$ cat config.mk
export PLATFORM = sky130hd
export DESIGN_NAME = pmu_irq_flags
export DESIGN_NICKNAME = d
export VERILOG_FILES = /design/src/pmu_irq_pkg.sv /design/src/glitch_filter.sv /design/src/pmu_irq_flags.sv
export SDC_FILE = /design/constraint.sdc
export NUM_CORES = 1
export LEC_CHECK = 0
export BUFFER_PORTS_ARGS = -buffer_cell sky130_fd_sc_hd__buf_2
export CAP_MARGIN = 20
export CORE_UTILIZATION = 50
export DETAILED_ROUTE_END_ITERATION = 10
export GPL_TIMING_DRIVEN = 0
export PLACE_DENSITY = 0.66
export SLEW_MARGIN = 20
export SYNTH_ARGS = -nofsm -noshare
export SYNTH_HDL_FRONTEND = slang
export SYNTH_SLANG_ARGS = --single-unit
export TNS_END_PERCENT = 5
$ cat constraint.sdc
create_clock -name mclk -period 5.8 [get_ports mclk]
set_input_delay 0.58 -clock mclk [delete_from_list [all_inputs] [get_ports mclk]]
set_output_delay 0.58 -clock mclk [all_outputs]
set_load 0.03 [all_outputs]
$ cat src/pmu_irq_pkg.sv
// shared constants, register map and carrier types of the pmu flag block
package pmu_irq_pkg;
	// clock and timing
	localparam int CLK_PERIOD_NS = 25;
	localparam int OV_DEGLITCH_NS = 8000;
	localparam int DEB_100US_NS = 100000;
	localparam int DEB_1MS_NS = 1000000;
	localparam int DEB_10MS_NS = 10000000;
	localparam int DEB_100MS_NS = 100000000;
	// least times round up to whole cycles
	localparam int OV_DEGLITCH_CYC =
		(OV_DEGLITCH_NS + CLK_PERIOD_NS - 1) / CLK_PERIOD_NS;
	localparam int DEB_100US_CYC =
		(DEB_100US_NS + CLK_PERIOD_NS - 1) / CLK_PERIOD_NS;
	localparam int DEB_1MS_CYC =
		(DEB_1MS_NS + CLK_PERIOD_NS - 1) / CLK_PERIOD_NS;
	localparam int DEB_10MS_CYC =
		(DEB_10MS_NS + CLK_PERIOD_NS - 1) / CLK_PERIOD_NS;
	localparam int DEB_100MS_CYC =
		(DEB_100MS_NS + CLK_PERIOD_NS - 1) / CLK_PERIOD_NS;
	localparam int FILT_W = 23;
	// register port widths and offsets
	localparam int DATA_W = 8;
	localparam logic [7:0] ADDR_EVT_LO = 8'h00;
	localparam logic [7:0] ADDR_EVT_HI = 8'h01;
	localparam logic [7:0] ADDR_EMASK_LO = 8'h02;
	localparam logic [7:0] ADDR_EMASK_HI = 8'h03;
	localparam logic [7:0] ADDR_STATUS = 8'h04;
	localparam logic [7:0] ADDR_SMASK = 8'h05;
	localparam logic [7:0] ADDR_GPIO_TRIG = 8'h06;
	localparam logic [7:0] ADDR_GPIO_DEB = 8'h07;
	localparam logic [7:0] ADDR_IRQ_POL = 8'h08;
	// event flag positions
	localparam int NUM_EVT = 14;
	localparam int EV_TEMP_WARN = 0;
	localparam int EV_THERMAL_CRITICAL_FLAG = 1;
	localparam int EV_SG = 2;
	localparam int EV_PG1 = 3;
	localparam int EV_OV1 = 5;
	localparam int EV_UV1 = 7;
	localparam int EV_OC1 = 9;
	localparam int EV_GPIO0 = 11;
	localparam int NUM_GPIO = 3;
	localparam int NUM_BUCK = 2;
	// status bit positions and mask positions
	localparam int NUM_SMASK = 4;
	localparam int ST_PG1 = 0;
	localparam int ST_SG = 2;
	localparam int ST_WARN = 3;
	localparam int ST_CRIT = 4;
	// gpio trigger select codes
	localparam logic [1:0] TRIG_RISE = 2'h0;
	localparam logic [1:0] TRIG_FALL = 2'h1;
	localparam logic [1:0] TRIG_BOTH = 2'h2;
	// debounce select codes
	localparam logic [1:0] DEB_SEL_100US = 2'h0;
	localparam logic [1:0] DEB_SEL_1MS = 2'h1;
	localparam logic [1:0] DEB_SEL_10MS = 2'h2;
	// reset values
	localparam logic [NUM_EVT-1:0] EMASK_RST = 14'h0000;
	localparam logic [NUM_SMASK-1:0] SMASK_RST = 4'h0;
	localparam logic [5:0] GPIO_TRIG_RST = 6'h00;
	localparam logic [5:0] GPIO_DEB_RST = 6'h00;
	localparam logic POL_RST = 1'b0;
	// startup sequence states
	typedef enum logic [1:0] {
		ST_LOAD = 2'b01,
		ST_RUN = 2'b10
	} init_st_t;
	// comparator and pin flags, normal level high except gpio
	typedef struct packed {
		logic temp_warn_n;
		logic thermal_critical_flag_n;
		logic sg;
		logic [1:0] pg;
		logic [1:0] ov_n;
		logic [1:0] uv_n;
		logic [1:0] oc_n;
		logic [2:0] gpio;
	} src_t;
	localparam int SRC_W = $bits(src_t);
	// one host register access
	typedef struct packed {
		logic wr;
		logic rd;
		logic [7:0] addr;
		logic [7:0] wdata;
	} reg_req_t;
endpackage

$ cat src/glitch_filter.sv
// level filter: output follows input after it held steady for limit cycles
`timescale 1ns/1ps
module glitch_filter #(
	parameter int W = 23
) (
	// clock and reset
	input wire logic mclk,
	input wire logic arst_n,
	// control
	input wire logic clear,
	input wire logic [W-1:0] limit,
	// data
	input wire logic raw,
	output logic clean
);
	logic [W-1:0] cnt_ff;
	logic clean_ff;
	logic [W-1:0] nxt_cnt;
	logic nxt_clean;
	wire differ = raw != clean_ff;
	wire done = differ && (cnt_ff >= limit - W'(1));

	// counter restarts on any bounce, so both edges are filtered alike
	assign nxt_cnt = (clear || !differ || done) ? '0 : cnt_ff + W'(1);
	assign nxt_clean = clear ? 1'b0 : (done ? raw : clean_ff);
	assign clean = clean_ff;

	// state registers
	always_ff @(posedge mclk or negedge arst_n) begin
		if (!arst_n) begin
			cnt_ff <= '0;
			clean_ff <= 1'b0;
		end else begin
			cnt_ff <= nxt_cnt;
			clean_ff <= nxt_clean;
		end
	end
endmodule // glitch_filter

$ cat src/pmu_irq_flags.sv
// interrupt, fault flag and chip enable logic of the dual buck pmu
`timescale 1ns/1ps
// Overview of operation
// - chip enable low powers logic down and pulls buck outputs down
// - fault events also change operation, such as disabling the bucks
// - thermal critical shuts both bucks down at once
// - over-voltage event, deglitched 8 us on rising and falling edges
// - under-voltage event with no deglitch delay
// - over-current event with no deglitch delay
// - power-good status reads 1 while output is inside its window
// - gpio change event on selected edge, debounce 100us/1ms/10ms/100ms
// - source flags except gpio are high when normal and low when abnormal
// - status interrupts follow live status, no clear needed
// - event flags are write-one-to-clear, 0 idle and 1 once event occurred
// - event flag and interrupt stay until host writes a clear or chip enable goes low
// - event mask 1 keeps event off interrupt, flag still updates
// - power-good status mask 1 blocks interrupt, status still tracks
// - system-good status reads 1 when good, mask blocks its interrupt
// - thermal warning status reads 1 while above warning threshold
// - thermal warning status mask blocks its interrupt only
// - status mask reset values come from otp set chosen by config pin
module pmu_irq_flags #(
	parameter int OV_CYC = pmu_irq_pkg::OV_DEGLITCH_CYC,
	parameter int DEB_100US_CYC = pmu_irq_pkg::DEB_100US_CYC,
	parameter int DEB_1MS_CYC = pmu_irq_pkg::DEB_1MS_CYC,
	parameter int DEB_10MS_CYC = pmu_irq_pkg::DEB_10MS_CYC,
	parameter int DEB_100MS_CYC = pmu_irq_pkg::DEB_100MS_CYC
) (
	// clock and reset
	input wire logic mclk,
	input wire logic arst_n,
	// pins and comparator flags
	input wire logic chip_enable_input,
	input wire logic config_select_pin,
	input wire pmu_irq_pkg::src_t src,
	// one-time-programmable settings
	input wire logic config_pin_select_enable,
	input wire logic [pmu_irq_pkg::NUM_SMASK-1:0] otp_smask_low,
	input wire logic [pmu_irq_pkg::NUM_SMASK-1:0] otp_smask_high,
	// host register port
	input wire pmu_irq_pkg::reg_req_t reg_req,
	output logic [pmu_irq_pkg::DATA_W-1:0] reg_rdata,
	// buck control
	output logic [pmu_irq_pkg::NUM_BUCK-1:0] buck_enable,
	output logic buck_pulldown,
	// interrupt pin
	output logic interrupt_output_pin
);
	localparam int FW = pmu_irq_pkg::FILT_W;
	localparam int NE = pmu_irq_pkg::NUM_EVT;
	localparam int NS = pmu_irq_pkg::NUM_SMASK;
	localparam int NG = pmu_irq_pkg::NUM_GPIO;
	localparam int NB = pmu_irq_pkg::NUM_BUCK;
	localparam int SW = pmu_irq_pkg::SRC_W + 2;

	logic [SW-1:0] meta_ff, sync_ff;
	logic [NE-1:0] cond_prev_ff, evt_ff, emask_ff;
	logic [NS-1:0] smask_ff;
	logic [5:0] trig_ff, deb_ff;
	logic pol_ff, pin_ff, pulldown_ff;
	logic [NB-1:0] buck_run_ff;
	logic [7:0] rdata_ff;
	pmu_irq_pkg::init_st_t state_ff, nxt_state;
	logic [NE-1:0] nxt_evt, nxt_emask;
	logic [NS-1:0] nxt_smask;

	// every pin passes two flops; only sync_ff is read by logic
	always_ff @(posedge mclk or negedge arst_n) begin
		if (!arst_n) begin
			meta_ff <= '0;
			sync_ff <= '0;
		end else begin
			meta_ff <= {chip_enable_input, config_select_pin, src};
			sync_ff <= meta_ff;
		end
	end

	wire en = sync_ff[SW-1];
	wire config_select_pin_lvl = sync_ff[SW-2];
	pmu_irq_pkg::src_t s;
	assign s = pmu_irq_pkg::src_t'(sync_ff[SW-3:0]);

	// over-voltage deglitch on both edges
	wire [NB-1:0] ov_clean;
	genvar gi;
	generate
		for (gi = 0; gi < NB; gi++) begin : g_ov
			glitch_filter #(.W(FW)) u_ov (
				.mclk(mclk),
				.arst_n(arst_n),
				.clear(!en),
				.limit(FW'(OV_CYC)),
				.raw(!s.ov_n[gi]),
				.clean(ov_clean[gi])
			);
		end
	endgenerate

	// gpio debounce with per-pin period select
	wire [NG-1:0] gpio_clean;
	generate
		for (gi = 0; gi < NG; gi++) begin : g_gpio
			wire [1:0] sel = deb_ff[2*gi +: 2];
			wire [FW-1:0] lim =
				(sel == pmu_irq_pkg::DEB_SEL_100US) ? FW'(DEB_100US_CYC) :
				(sel == pmu_irq_pkg::DEB_SEL_1MS) ? FW'(DEB_1MS_CYC) :
				(sel == pmu_irq_pkg::DEB_SEL_10MS) ? FW'(DEB_10MS_CYC) :
				FW'(DEB_100MS_CYC);
			glitch_filter #(.W(FW)) u_deb (
				.mclk(mclk),
				.arst_n(arst_n),
				.clear(!en),
				.limit(lim),
				.raw(s.gpio[gi]),
				.clean(gpio_clean[gi])
			);
		end
	endgenerate

	// event conditions, high while the event's trigger state holds
	wire [NE-1:0] cond = {gpio_clean, ~s.oc_n, ~s.uv_n, ov_clean,
		s.pg, s.sg, ~s.thermal_critical_flag_n, ~s.temp_warn_n};
	wire [NE-1:0] rise = cond & ~cond_prev_ff;
	wire [NE-1:0] fall = ~cond & cond_prev_ff;

	// gpio edges pass only when the trigger select allows them
	wire [NG-1:0] gpio_set;
	generate
		for (gi = 0; gi < NG; gi++) begin : g_trig
			localparam int EI = pmu_irq_pkg::EV_GPIO0 + gi;
			wire [1:0] t = trig_ff[2*gi +: 2];
			assign gpio_set[gi] =
				(t == pmu_irq_pkg::TRIG_RISE) ? rise[EI] :
				(t == pmu_irq_pkg::TRIG_FALL) ? fall[EI] :
				(t == pmu_irq_pkg::TRIG_BOTH) ? (rise[EI] | fall[EI]) :
				1'b0;
		end
	endgenerate
	// sync chain resets to zero and set_vec waits for running, so no edge counts before run
	wire running = en && (state_ff == pmu_irq_pkg::ST_RUN);
	localparam int EG = pmu_irq_pkg::EV_GPIO0;
	wire [NE-1:0] set_vec = running ? {gpio_set, rise[EG-1:0]} : '0;

	// register decode
	wire wr = reg_req.wr && running;
	wire [7:0] a = reg_req.addr;
	wire [7:0] d = reg_req.wdata;
	wire wr_elo = wr && (a == pmu_irq_pkg::ADDR_EVT_LO);
	wire wr_ehi = wr && (a == pmu_irq_pkg::ADDR_EVT_HI);
	wire wr_mlo = wr && (a == pmu_irq_pkg::ADDR_EMASK_LO);
	wire wr_mhi = wr && (a == pmu_irq_pkg::ADDR_EMASK_HI);
	wire wr_sm = wr && (a == pmu_irq_pkg::ADDR_SMASK);
	wire wr_trig = wr && (a == pmu_irq_pkg::ADDR_GPIO_TRIG);
	wire wr_deb = wr && (a == pmu_irq_pkg::ADDR_GPIO_DEB);
	wire wr_pol = wr && (a == pmu_irq_pkg::ADDR_IRQ_POL);
	wire [15:0] clr16 = {wr_ehi ? d : 8'h00, wr_elo ? d : 8'h00};
	wire [NE-1:0] clr_vec = clr16[NE-1:0];

	// write one clears; a new event in the same cycle wins over the clear
	assign nxt_evt = en ? ((evt_ff & ~clr_vec) | set_vec) : '0;
	wire [15:0] em16 = {2'b00, emask_ff};
	wire [15:0] em_new = {wr_mhi ? d : em16[15:8], wr_mlo ? d : em16[7:0]};
	assign nxt_emask = en ? em_new[NE-1:0] : pmu_irq_pkg::EMASK_RST;

	// status mask loads from the otp set at power-up, then host owns it
	wire [NS-1:0] smask_boot = !config_pin_select_enable ?
		pmu_irq_pkg::SMASK_RST :
		(config_select_pin_lvl ? otp_smask_high : otp_smask_low);
	always_comb begin
		nxt_state = state_ff;
		nxt_smask = smask_ff;
		unique case (state_ff)
			pmu_irq_pkg::ST_LOAD: begin
				if (en) begin
					nxt_smask = smask_boot;
					nxt_state = pmu_irq_pkg::ST_RUN;
				end
			end
			pmu_irq_pkg::ST_RUN: begin
				if (!en)
					nxt_state = pmu_irq_pkg::ST_LOAD;
				else if (wr_sm)
					nxt_smask = d[NS-1:0];
			end
			default: nxt_state = pmu_irq_pkg::ST_LOAD;
		endcase
	end

	// live status and its interrupting levels
	wire [4:0] status = {~s.thermal_critical_flag_n, ~s.temp_warn_n, s.sg, s.pg};
	wire [NS-1:0] stat_irq = {~s.temp_warn_n, ~s.sg, ~s.pg};
	wire evt_irq = |(evt_ff & ~emask_ff);
	wire st_irq = |(stat_irq & ~smask_ff);
	wire irq_any = en && (evt_irq || st_irq);

	// read mux; unmapped offsets read zero
	wire [15:0] ev16 = {2'b00, evt_ff};
	wire [7:0] rd_val =
		(a == pmu_irq_pkg::ADDR_EVT_LO) ? ev16[7:0] :
		(a == pmu_irq_pkg::ADDR_EVT_HI) ? ev16[15:8] :
		(a == pmu_irq_pkg::ADDR_EMASK_LO) ? em16[7:0] :
		(a == pmu_irq_pkg::ADDR_EMASK_HI) ? em16[15:8] :
		(a == pmu_irq_pkg::ADDR_STATUS) ? {3'b000, status} :
		(a == pmu_irq_pkg::ADDR_SMASK) ? {4'h0, smask_ff} :
		(a == pmu_irq_pkg::ADDR_GPIO_TRIG) ? {2'b00, trig_ff} :
		(a == pmu_irq_pkg::ADDR_GPIO_DEB) ? {2'b00, deb_ff} :
		(a == pmu_irq_pkg::ADDR_IRQ_POL) ? {7'h00, pol_ff} : 8'h00;

	// thermal critical or its pending fault flag holds both bucks off
	wire crit_fault = !s.thermal_critical_flag_n || evt_ff[pmu_irq_pkg::EV_THERMAL_CRITICAL_FLAG];
	wire run_ok = en && !crit_fault;

	// flag, mask and output registers
	always_ff @(posedge mclk or negedge arst_n) begin
		if (!arst_n) begin
			state_ff <= pmu_irq_pkg::ST_LOAD;
			cond_prev_ff <= '0;
			evt_ff <= '0;
			emask_ff <= pmu_irq_pkg::EMASK_RST;
			smask_ff <= pmu_irq_pkg::SMASK_RST;
			trig_ff <= pmu_irq_pkg::GPIO_TRIG_RST;
			deb_ff <= pmu_irq_pkg::GPIO_DEB_RST;
			pol_ff <= pmu_irq_pkg::POL_RST;
			pin_ff <= 1'b0;
			pulldown_ff <= 1'b1;
			buck_run_ff <= '0;
			rdata_ff <= 8'h00;
		end else begin
			state_ff <= nxt_state;
			cond_prev_ff <= cond;
			evt_ff <= nxt_evt;
			emask_ff <= nxt_emask;
			smask_ff <= nxt_smask;
			trig_ff <= !en ? pmu_irq_pkg::GPIO_TRIG_RST :
				(wr_trig ? d[5:0] : trig_ff);
			deb_ff <= !en ? pmu_irq_pkg::GPIO_DEB_RST :
				(wr_deb ? d[5:0] : deb_ff);
			pol_ff <= !en ? pmu_irq_pkg::POL_RST : (wr_pol ? d[0] : pol_ff);
			pin_ff <= irq_any ^ pol_ff;
			pulldown_ff <= !en;
			buck_run_ff <= {NB{run_ok}};
			rdata_ff <= reg_req.rd ? rd_val : rdata_ff;
		end
	end

	assign reg_rdata = rdata_ff;
	assign buck_enable = buck_run_ff;
	assign buck_pulldown = pulldown_ff;
	assign interrupt_output_pin = pin_ff;

	// helper: length of the current raw over-voltage run on buck 1
	logic [15:0] ov_run_ff;
	always_ff @(posedge mclk or negedge arst_n) begin
		if (!arst_n)
			ov_run_ff <= 16'h0000;
		else
			ov_run_ff <= s.ov_n[0] ? 16'h0000 : ov_run_ff + 16'h0001;
	end

	wire buck_pulldown_chk = pulldown_ff && (buck_run_ff == '0);
endmodule // pmu_irq_flags

==> results.tsv, run 1 <==
metric	value	unit
r2r endpoint	g_gpio[0].u_deb.cnt_ff[13]	
share of cells above drive strength 1	9.96	%
fin crit share	54.6	%
CTS clock-pin slew for the worst setup and hold paths	0.06	ns
crit start category	flip-flop	
area occupied by registers	5610	sq um
Fmax	316	MHz
vias in the first global route	7542	
CTS H-tree depth	1	
# Max-Cap Violations	0	
Setup CP Type	reg2reg	
Synth Flop Type	dfrtp_1	
CTS root buf	clkbuf_16	
Crit path required time	6.25	ns
CTS Buf Count	25	
hold violation count in the final report	0	
Netlist cell types	57	
DRC viols	0	
synthesized area	10800	sq um
Worst Reg-to-Reg Cells	13	
initial antenna violation count	0	
Peak VDD IR	0.221	mV
initial drt markers	433	
Rel. slew slack	54.7	%
CTS tree	built	
Congestion Overflow GR	0	
drt total wl	22600	um
# clock sinks	224	
placed wire-length estimate	16100	um
Setup crit end kind	flip-flop	
post-synthesis register bit count	224	
unrepaired setup endpoints after global routing	no	
WL per Instance	15.4	um
reg-to-reg startpoint	deb_ff[1]	
Filler cells	1830	
die width	149	um
Layout Utilization	58.8	%
die area	22100	sq um
core area	21100	sq um
GRT Total Usage	21.4	%
PortBufs	54	
GP Congestion	0.941	
Synth-to-Final Area Change	15.3	%
footprint of the multi-input gates	4880	sq um
vias per std cell	5.24	
register area share after synthesis	52.1	%
Final ANT Viol Nets	0	
leakage power	5.56	nW
Initial Util	51.0	%
DR vias	7701	
reg2reg setup slack	2.63	ns
worst-skew pair later-pin latency	0.52	ns
worst hold endpoint	meta_ff[8]	
WHS Path Cells	1	
first drt pass iteration count	5	
Final Slew Violations	0	
chip height	149	um
first-pass GRT wire length	37800	um
slew of the pin with the lowest slew margin	0.680	ns
worst hold-check path type	in2reg	
Mapped Cells	1062	
critical path peak fanout	10	
CTS-repair resized insts	0	
number of flops mapped to enable cells by yosys	0	
clock skew	0.0144	ns
largest net degree at the start of global routing	94	
fin nets	1294	
Final Critical Period	3.17	ns
Synth Area per Inst	10.1	sq um
yosys warns	0	
setup_tns	0	ns
Post-synth ARST share	100	%
CTS Buffer Depth	3	
Antenna Diode Count	0	
status	finished clean	
FP Rows	53	
P per Cell Area	273	nW/um^2
I/O pin cnt	57	
Hold Crit Start	src[8]	
final setup fails	0	
CP Data Arrival Time	3.61	ns
[through the flow]
step                total power, mW  setup WS [ns]  hold slack (ns)  std cells  area, sq um
finish                         3.38           2.63            0.159       1470        12400
global route                   3.51           2.35            0.144       1470        12400
CTS                            3.43           2.59            0.139       1470        12400
detailed placement             1.83           2.60            0.336       1423        11600
global placement               1.82          0.286            0.332       1421        11500
floorplan                      1.73           3.01            0.284       1092        10900
[timing repair]
action | in CTS | in global routing
setup endpoints to repair | 0 | 0
setup buffers | 0 | 0
hold endpoints to repair | 39 | 0
hold buffers | 1 | 0
[report_power, final]
part           internal, mW  total (mW)  switching [mW]
combinational        0.0541       0.167           0.113
clock                 0.964        1.58           0.621
sequential             1.61        1.63          0.0250
total                  2.62        3.38           0.759
[Yosys cell counts (3+ instances only)]
master / count / area (sq um)
dfrtp_1: 222 / 5560
nor2_1: 166 / 623
nand2_1: 96 / 360
ha_1: 73 / 913
inv_1: 69 / 259
a21oi_1: 56 / 280
xor2_1: 43 / 377
nand3_1: 41 / 205
xnor2_1: 38 / 333
mux2i_1: 29 / 290
nand4_1: 24 / 150
clkbuf_1: 22 / 82.6
and3_1: 18 / 113
o21ai_0: 18 / 90.1
nor3_1: 17 / 85.1
a211oi_1: 14 / 105
o211ai_1: 11 / 82.6
o22ai_1: 9 / 56.3
nor4_1: 8 / 50.1
or3_1: 7 / 43.8
nor2b_1: 6 / 37.5
nor3b_1: 6 / 45.0
a21o_1: 4 / 30.0
a221oi_1: 4 / 35.0
buf_1: 4 / 15.0
mux2_2: 4 / 45.0
and4_1: 3 / 26.3
buf_2: 3 / 15.0
nand2b_1: 3 / 18.8
nor3_2: 3 / 30.0
o31ai_1: 3 / 22.5
[flip-flops by register name, indices dropped and copies added (netlist names), 8 cells and up]
name,flops
sync_ff,16
cond_prev_ff,14
emask_ff,14
reg_rdata,8
g_ov.u_ov.cnt_ff,46
g_gpio.u_deb.cnt_ff,69
meta_ff,16
evt_ff,14
[layer usage]
metal | wire, um | track usage [%] | part of all wire, %
met1 | 10600 | 30.7 | 47
met2 | 10400 | 34.5 | 46
met3 | 1180 | 3.16 | 5.2
met4 | 400 | 4.69 | 1.8
met5 | 0 | 0 | 0
[cells in the final DEF (no fill, tap or decap), types with 24 or more instances in the layout]
master | netlist | final
a21oi_1 | 56 | 56
buf_2 | 3 | 56
clkbuf_1 | 22 | 28
clkbuf_16 | 0 | 25
conb_1 | 1 | 31
dfrtp_1 | 222 | 222
ha_1 | 73 | 73
inv_1 | 69 | 69
mux2i_1 | 29 | 29
nand2_1 | 96 | 96
nand3_1 | 41 | 41
nand4_1 | 24 | 24
nor2_1 | 166 | 166
xnor2_1 | 38 | 38
xor2_1 | 43 | 43
[final cells by class]
class	instances	area share, %
Sequential cell	224	45.2
Multi-Input combinational cell	768	39.3
Clock buffer	37	5.89
Timing Repair Buffer	57	2.78
Tap cell	275	2.77
Inverter	69	2.09
Buffer	31	1.06
Clock inverter	9	0.878
[kinds of logic (layout without fill, tap and decap cells)]
logic type / count (synthesis) / after routing / synth area share, %
AO/OA/AOI/OAI: 136 / 136 / 7.86
AND/OR/NAND/NOR: 412 / 412 / 17.8
buffers and inverters: 100 / 203 / 3.63
other: 1 / 31 / 0.0348
XOR/XNOR: 81 / 81 / 6.59
adder cells (fa/ha/maj): 73 / 73 / 8.49
multiplexers: 35 / 35 / 3.53
flip-flops: 224 / 224 / 52.1
[worst max-delay path by stage]
stage               startpoint                    endpoint
finish               deb_ff[1]  g_gpio[0].u_deb.cnt_ff[13]
CTS                  deb_ff[1]   g_gpio[0].u_deb.cnt_ff[4]
detailed placement   deb_ff[1]   g_gpio[0].u_deb.cnt_ff[4]
global route         deb_ff[4]  g_gpio[2].u_deb.cnt_ff[21]
global placement        arst_n     g_ov[1].u_ov.cnt_ff[15]
floorplan            deb_ff[1]  g_gpio[0].u_deb.cnt_ff[10]
[critical path, stage by stage, from the launching register on]
cell      delay [ns]
dfrtp_1         0.44
inv_1           0.15
ha_1            0.22
inv_1           0.07
ha_1            0.29
ha_1            0.27
o211ai_1        0.16
nor3_1          0.07
a211oi_1        0.24
a21oi_1         0.16
or4_1           0.51
clkbuf_1        0.17
buf_2           0.21
nor2_1          0.12
(Power assumes the default switching activity.)
==> inputs of run 2 (changes only) <==
--- a/config.mk
+++ b/config.mk
@@ -10,7 +10,7 @@
 export CORE_UTILIZATION = 50
 export DETAILED_ROUTE_END_ITERATION = 10
 export GPL_TIMING_DRIVEN = 0
-export PLACE_DENSITY = 0.66
+export PLACE_DENSITY = 0.69
 export SLEW_MARGIN = 20
 export SYNTH_ARGS = -nofsm -noshare
 export SYNTH_HDL_FRONTEND = slang
==> constraint.sdc (replaced) <==
create_clock -name mclk -period 2.6 [get_ports mclk]
set_input_delay 0.26 -clock mclk [delete_from_list [all_inputs] [get_ports mclk]]
set_output_delay 0.26 -clock mclk [all_outputs]
set_load 0.03 [all_outputs]
==> results.tsv, run 2 (synthesis results as in run 1) <==
metric	value	unit
slew of the pin with the lowest slew margin	0.837	ns
Critical Path Max Stage Delay	0.46	ns
Rel. slew slack	44.2	%
Top reg by flops	g_gpio.u_deb.cnt_ff	
family with the most delay on the worst path	simple AND/OR/NAND/NOR gates	
largest net degree at the start of global routing	104	
Setup WS post-layout	-0.0865	ns
Initial Util	51.0	%
Layout Utilization	61.0	%
CTS root buf	clkbuf_16	
Power, Total	7.31	mW
Switching Share	23.2	%
die area	22100	sq um
CTS clock-pin slew for the worst setup and hold paths	0.06	ns
worst-skew pair later-pin latency	0.53	ns
Area after DPL	11600	sq um
vias per std cell	5.28	
DRC viols	0	
GP Congestion	0.925	
die width	149	um
core area	21100	sq um
leakage power	5.72	nW
Reg power frac	49.9	%
CTS tree	built	
# Max-Cap Violations	0	
area occupied by registers	5610	sq um
Final Critical Period	2.69	ns
chip height	149	um
commonest non-fill, non-tap cell in the layout	dfrtp_1	
Fmax	372	MHz
share of cells above drive strength 1	13.9	%
final setup fails	23	
initial antenna violation count	0	
final hold slack	0.0529	ns
footprint of the multi-input gates	5030	sq um
P per Cell Area	568	nW/um^2
CP bufs+invs	3	
Setup CP Type	reg2reg	
initial drt markers	346	
Filler cells	1766	
violated checks	setup timing	
vias in the first global route	7751	
Internal	5.62	mW
crit start category	flip-flop	
Congestion Overflow GR	0	
CP Data Arrival Time	3.13	ns
PortBufs	54	
Final Slew Violations	0	
Clk pwr share	44.6	%
drt total wl	23200	um
# clock sinks	224	
CP max stage cell	dfrtp_2	
crit-path cells	inv_4 > ha_4 > inv_4 > ha_4 > ha_4 > o211ai_1 > nor3_2 > a211oi_2 > a21oi_2 > or4_4 > buf_8 > nor4_4	
first-pass GRT wire length	38200	um
fin crit share	103	%
max FFs per register	69	
clock skew	0.0128	ns
unrepaired setup endpoints after global routing	yes	
placed wire-length estimate	16000	um
fin nets	1328	
CTS Buffer Depth	3	
Comb pwr share	5.5	%
commonest cells after routing, fill and taps aside	dfrtp_1, nor2_1, nand2_1	
pre-CTS setup slack	-0.539	ns
Synth-to-Final Area Change	19.5	%
status	complete, but fails checks	
CTS Buf Count	24	
critical path peak fanout	4	
DR vias	7920	
most used cell, CP	ha_4	
FP Rows	53	
Setup crit end kind	flip-flop	
Peak VDD IR	0.609	mV
Final ANT Viol Nets	0	
worst hold-check path type	in2reg	
Final Cell Area	12900	sq um
first drt pass iteration count	4	
WL per Instance	15.5	um
GRT Total Usage	21.7	%
Crit path required time	3.04	ns
I/O pin cnt	57	
hold violation count in the final report	0	
CTS H-tree depth	1	
Antenna Diode Count	0	
NetSw	1.70	mW
Largest regs	g_gpio.u_deb.cnt_ff: 69 flops, g_ov.u_ov.cnt_ff: 46 flops	
-- run 2: cell types whose count changed in the layout (fill, tap and decap cells not counted), sizes merged --
cell / delta
inv: -3
dlygate4sd3: +18
clkinv: +1
clkinvlp: +1
buf: +19
bufinv: -2
clkbuf: -3
-- run 2: final cells by class --
class / count / share of cell area (%)
buffer: 31 / 1.45
clock buffer: 36 / 5.49
clock inverter: 6 / 0.467
inverter: 69 / 2.09
multi-input combinational: 768 / 39.1
sequential: 224 / 43.6
tap: 275 / 2.67
timing repair buffer: 92 / 5.08
-- run 2: stage by stage --
step	TNS (ns)	std cells
6_report	-1.22	1501
3_3_place_gp	-587.58	1421
5_1_grt	-4.78	1501
2_1_floorplan	0	1092
4_1_cts	-3.26	1498
3_5_place_dp	-18.70	1423
-- run 2: timing repair --
item,in CTS,in global routing
pin swaps,7,14
setup endpoints to repair,67,68
resized for setup,32,18
setup buffers,14,3
hold buffers,19,0
hold endpoints to repair,64,0
-- run 2: worst min-delay path, cell delays in order --
cell and delay [ns]:
buf_2 0.16, nand2_1 0.07, a21oi_1 0.06
-- run 2: path summary, 6_finish.rpt --
check	from	endpoint	slack (ns)	cells past startpoint
setup / recovery	deb_ff[0]	g_gpio[0].u_deb.cnt_ff[22]	-0.09	12
hold / removal	reg_req[3]	emask_ff[3]	0.05	3
setup reg to reg	deb_ff[0]	g_gpio[0].u_deb.cnt_ff[22]	-0.09	12
hold reg to reg	meta_ff[1]	sync_ff[1]	0.35	0
max in group asynchronous	arst_n	buck_pulldown	1.16	4
min in group asynchronous	arst_n	g_gpio[2].u_deb.cnt_ff[0]	0.22	2
-- run 2: per-layer routing --
metal	vias to the layer above	wire length, um	track usage, %
met1	3794	10900	30.6
met4	0	721	7.22
met3	42	1300	3.56
li1	3888	-	-
met5	-	0	0
met2	196	10300	33.9
-- run 2: power groups by stage --
| stage | Combinational (mW) | Clock (mW) | Sequential (mW) |
|---|---|---|---|
| CTS | 0.404 | 3.35 | 3.64 |
| global placement | 0.354 | 0 | 3.71 |
| finish | 0.403 | 3.26 | 3.65 |
| floorplan | 0.163 | 0 | 3.70 |
| global route | 0.450 | 3.49 | 3.65 |
| detailed placement | 0.370 | 0 | 3.71 |
==> inputs of run 3 (changes only) <==
--- a/config.mk
+++ b/config.mk
@@ -7,10 +7,11 @@
 export LEC_CHECK = 0
 export BUFFER_PORTS_ARGS = -buffer_cell sky130_fd_sc_hd__buf_2
 export CAP_MARGIN = 20
+export CORE_ASPECT_RATIO = 0.6
 export CORE_UTILIZATION = 50
 export DETAILED_ROUTE_END_ITERATION = 10
 export GPL_TIMING_DRIVEN = 0
-export PLACE_DENSITY = 0.69
+export PLACE_DENSITY = 0.7
 export SLEW_MARGIN = 20
 export SYNTH_ARGS = -nofsm -noshare
 export SYNTH_HDL_FRONTEND = slang
==> results.tsv, run 3 (synthesis results as in run 1) <==
metric	value	unit
status	complete, but fails checks	
violated checks	setup timing	
CTS H-tree depth	1	
CP max stage cell	or4_4	
vias per std cell	5.41	
vias in the first global route	7603	
fin nets	1322	
setup_tns	-2.29	ns
CP bufs+invs	4	
I/O pin cnt	57	
first drt pass iteration count	5	
GP Congestion	0.964	
Top reg by flops	g_gpio.u_deb.cnt_ff	
most used cell, CP	ha_4	
share of cells above drive strength 1	14.4	%
Largest regs	g_gpio.u_deb.cnt_ff: 69 flops, g_ov.u_ov.cnt_ff: 46 flops	
commonest non-fill, non-tap cell in the layout	dfrtp_1	
largest net degree at the start of global routing	82	
Clk pwr share	43.6	%
GRT Total Usage	23.5	%
leakage power	5.68	nW
placed wire-length estimate	17800	um
Final Critical Period	2.73	ns
crit-path cells	inv_4 > ha_4 > inv_4 > ha_4 > ha_4 > nor2_4 > o211ai_1 > a211oi_2 > a21oi_2 > or4_4 > buf_8 > buf_6 > nor4_4	
crit start category	flip-flop	
CP Data Arrival Time	3.16	ns
fin crit share	105	%
core area	21000	sq um
Comb pwr share	5.9	%
PortBufs	54	
final setup fails	23	
Switching Share	23.3	%
# Max-Cap Violations	0	
Congestion Overflow GR	0	
slew of the pin with the lowest slew margin	0.733	ns
CTS root buf	clkbuf_16	
unrepaired setup endpoints after global routing	yes	
CTS tree	built	
Reg power frac	50.5	%
worst hold-check path type	in2reg	
reg2reg setup slack	-0.13	ns
# clock sinks	224	
initial drt markers	659	
commonest cells after routing, fill and taps aside	dfrtp_1, nor2_1, nand2_1	
die area	22100	sq um
Peak VDD IR	0.479	mV
first-pass GRT wire length	40300	um
Crit path required time	3.04	ns
critical path peak fanout	5	
DR vias	8098	
initial antenna violation count	1	
die width	191	um
Area after DPL	11600	sq um
Internal	5.55	mW
Placed Cells	1427	
Hold Crit Start	reg_req[6]	
pre-CTS setup slack	-0.566	ns
family with the most delay on the worst path	simple AND/OR/NAND/NOR gates	
max FFs per register	69	
NetSw	1.69	mW
Setup CP Type	reg2reg	
reg-to-reg startpoint	deb_ff[0]	
FP Rows	41	
Final Slew Violations	0	
Rel. slew slack	51.2	%
crit path launch	deb_ff[0]	
WL per Instance	16.8	um
Setup WS post-layout	-0.126	ns
Final Cell Area	12800	sq um
hold violation count in the final report	0	
Synth-to-Final Area Change	19.2	%
Critical Path Max Stage Delay	0.50	ns
CTS Buf Count	22	
Initial Util	51.2	%
drt total wl	25200	um
Final ANT Viol Nets	0	
CTS Buffer Depth	3	
Final Non-Filler Cells	1498	
worst-skew pair later-pin latency	0.53	ns
Fmax	367	MHz
P per Cell Area	564	nW/um^2
DRC viols	0	
chip height	116	um
CTS clock-pin slew for the worst setup and hold paths	0.06	ns
Setup crit end kind	flip-flop	
clock skew	0.0186	ns
[run 3: cell count changes in the layout (fill, tap and decap cells not counted), moves of 2 or more]
cell | before | now
buf_6 | 6 | 2
clkbuf_16 | 24 | 22
nor2_2 | 5 | 18
ha_1 | 65 | 67
clkbuf_8 | 7 | 5
a211oi_2 | 1 | 3
nor2_1 | 161 | 147
clkbuf_1 | 25 | 23
ha_2 | 3 | 1
[run 3: per-stage QoR]
stage / hold WS (ns) / utilization (%) / total power [mW]
6_report: 0.0432 / 61.0 / 7.23
5_1_grt: 0.0636 / 61.0 / 7.48
4_1_cts: 0.0222 / 60.7 / 7.29
3_5_place_dp: 0.295 / 55.2 / 4.09
3_3_place_gp: 0.332 / 54.9 / 4.07
2_1_floorplan: -0.0356 / - / 3.87
[run 3: area by class of cell]
class                           count  area [sq um]
Multi-Input combinational cell    768          5050
Inverter                           69           269
Fill cell                        1765          8200
Sequential cell                   224          5610
Tap cell                          279           349
Timing Repair Buffer               89           652
Antenna cell                        1          2.50
Clock inverter                      6          72.6
Buffer                             30           178
Clock buffer                       32           638
[run 3: worst paths after layout]
path	end	depth (start not counted)
min in group asynchronous	g_gpio[1].u_deb.cnt_ff[11]	2
worst min register to register	sync_ff[13]	0
worst max-delay path	g_gpio[0].u_deb.cnt_ff[22]	13
worst min-delay path	emask_ff[6]	3
max in group asynchronous	evt_ff[0]	4
worst max register to register	g_gpio[0].u_deb.cnt_ff[22]	13
[run 3: timing repair]
action                                 CTS  global route
resized for setup                       40            25
buffers inserted                        13             1
setup endpoints to repair               62            69
hold buffers                            18             0
pin swaps                               26             5
cloned                                   1             0
endpoints found under the hold margin   94             0
[run 3: worst reg2reg max path: cells and delay by family, from the launching register on]
kind                     cells  cell delay, ns
flip-flops                   1            0.48
adder cells (fa/ha/maj)      3            0.55
buffers and inverters        4            0.42
AO/OA/AOI/OAI                3            0.48
AND/OR/NAND/NOR              3            0.71
[run 3: per-layer routing]
layer  track usage [%]  up-vias  wire [um]
met5                 0        -          0
met4              4.55        0        348
met3              6.78       29       2100
met2              32.8      252      10200
met1              36.1     3933      12600
li1                  -     3884          -
[run 3: power groups by stage]
stage	clock network [mW]	logic, mW	registers [mW]
after detailed placement	0	0.383	3.71
final	3.15	0.430	3.65
after global placement	0	0.365	3.71
after global routing	3.34	0.477	3.66
after CTS	3.22	0.425	3.65
after floorplan	0	0.163	3.70
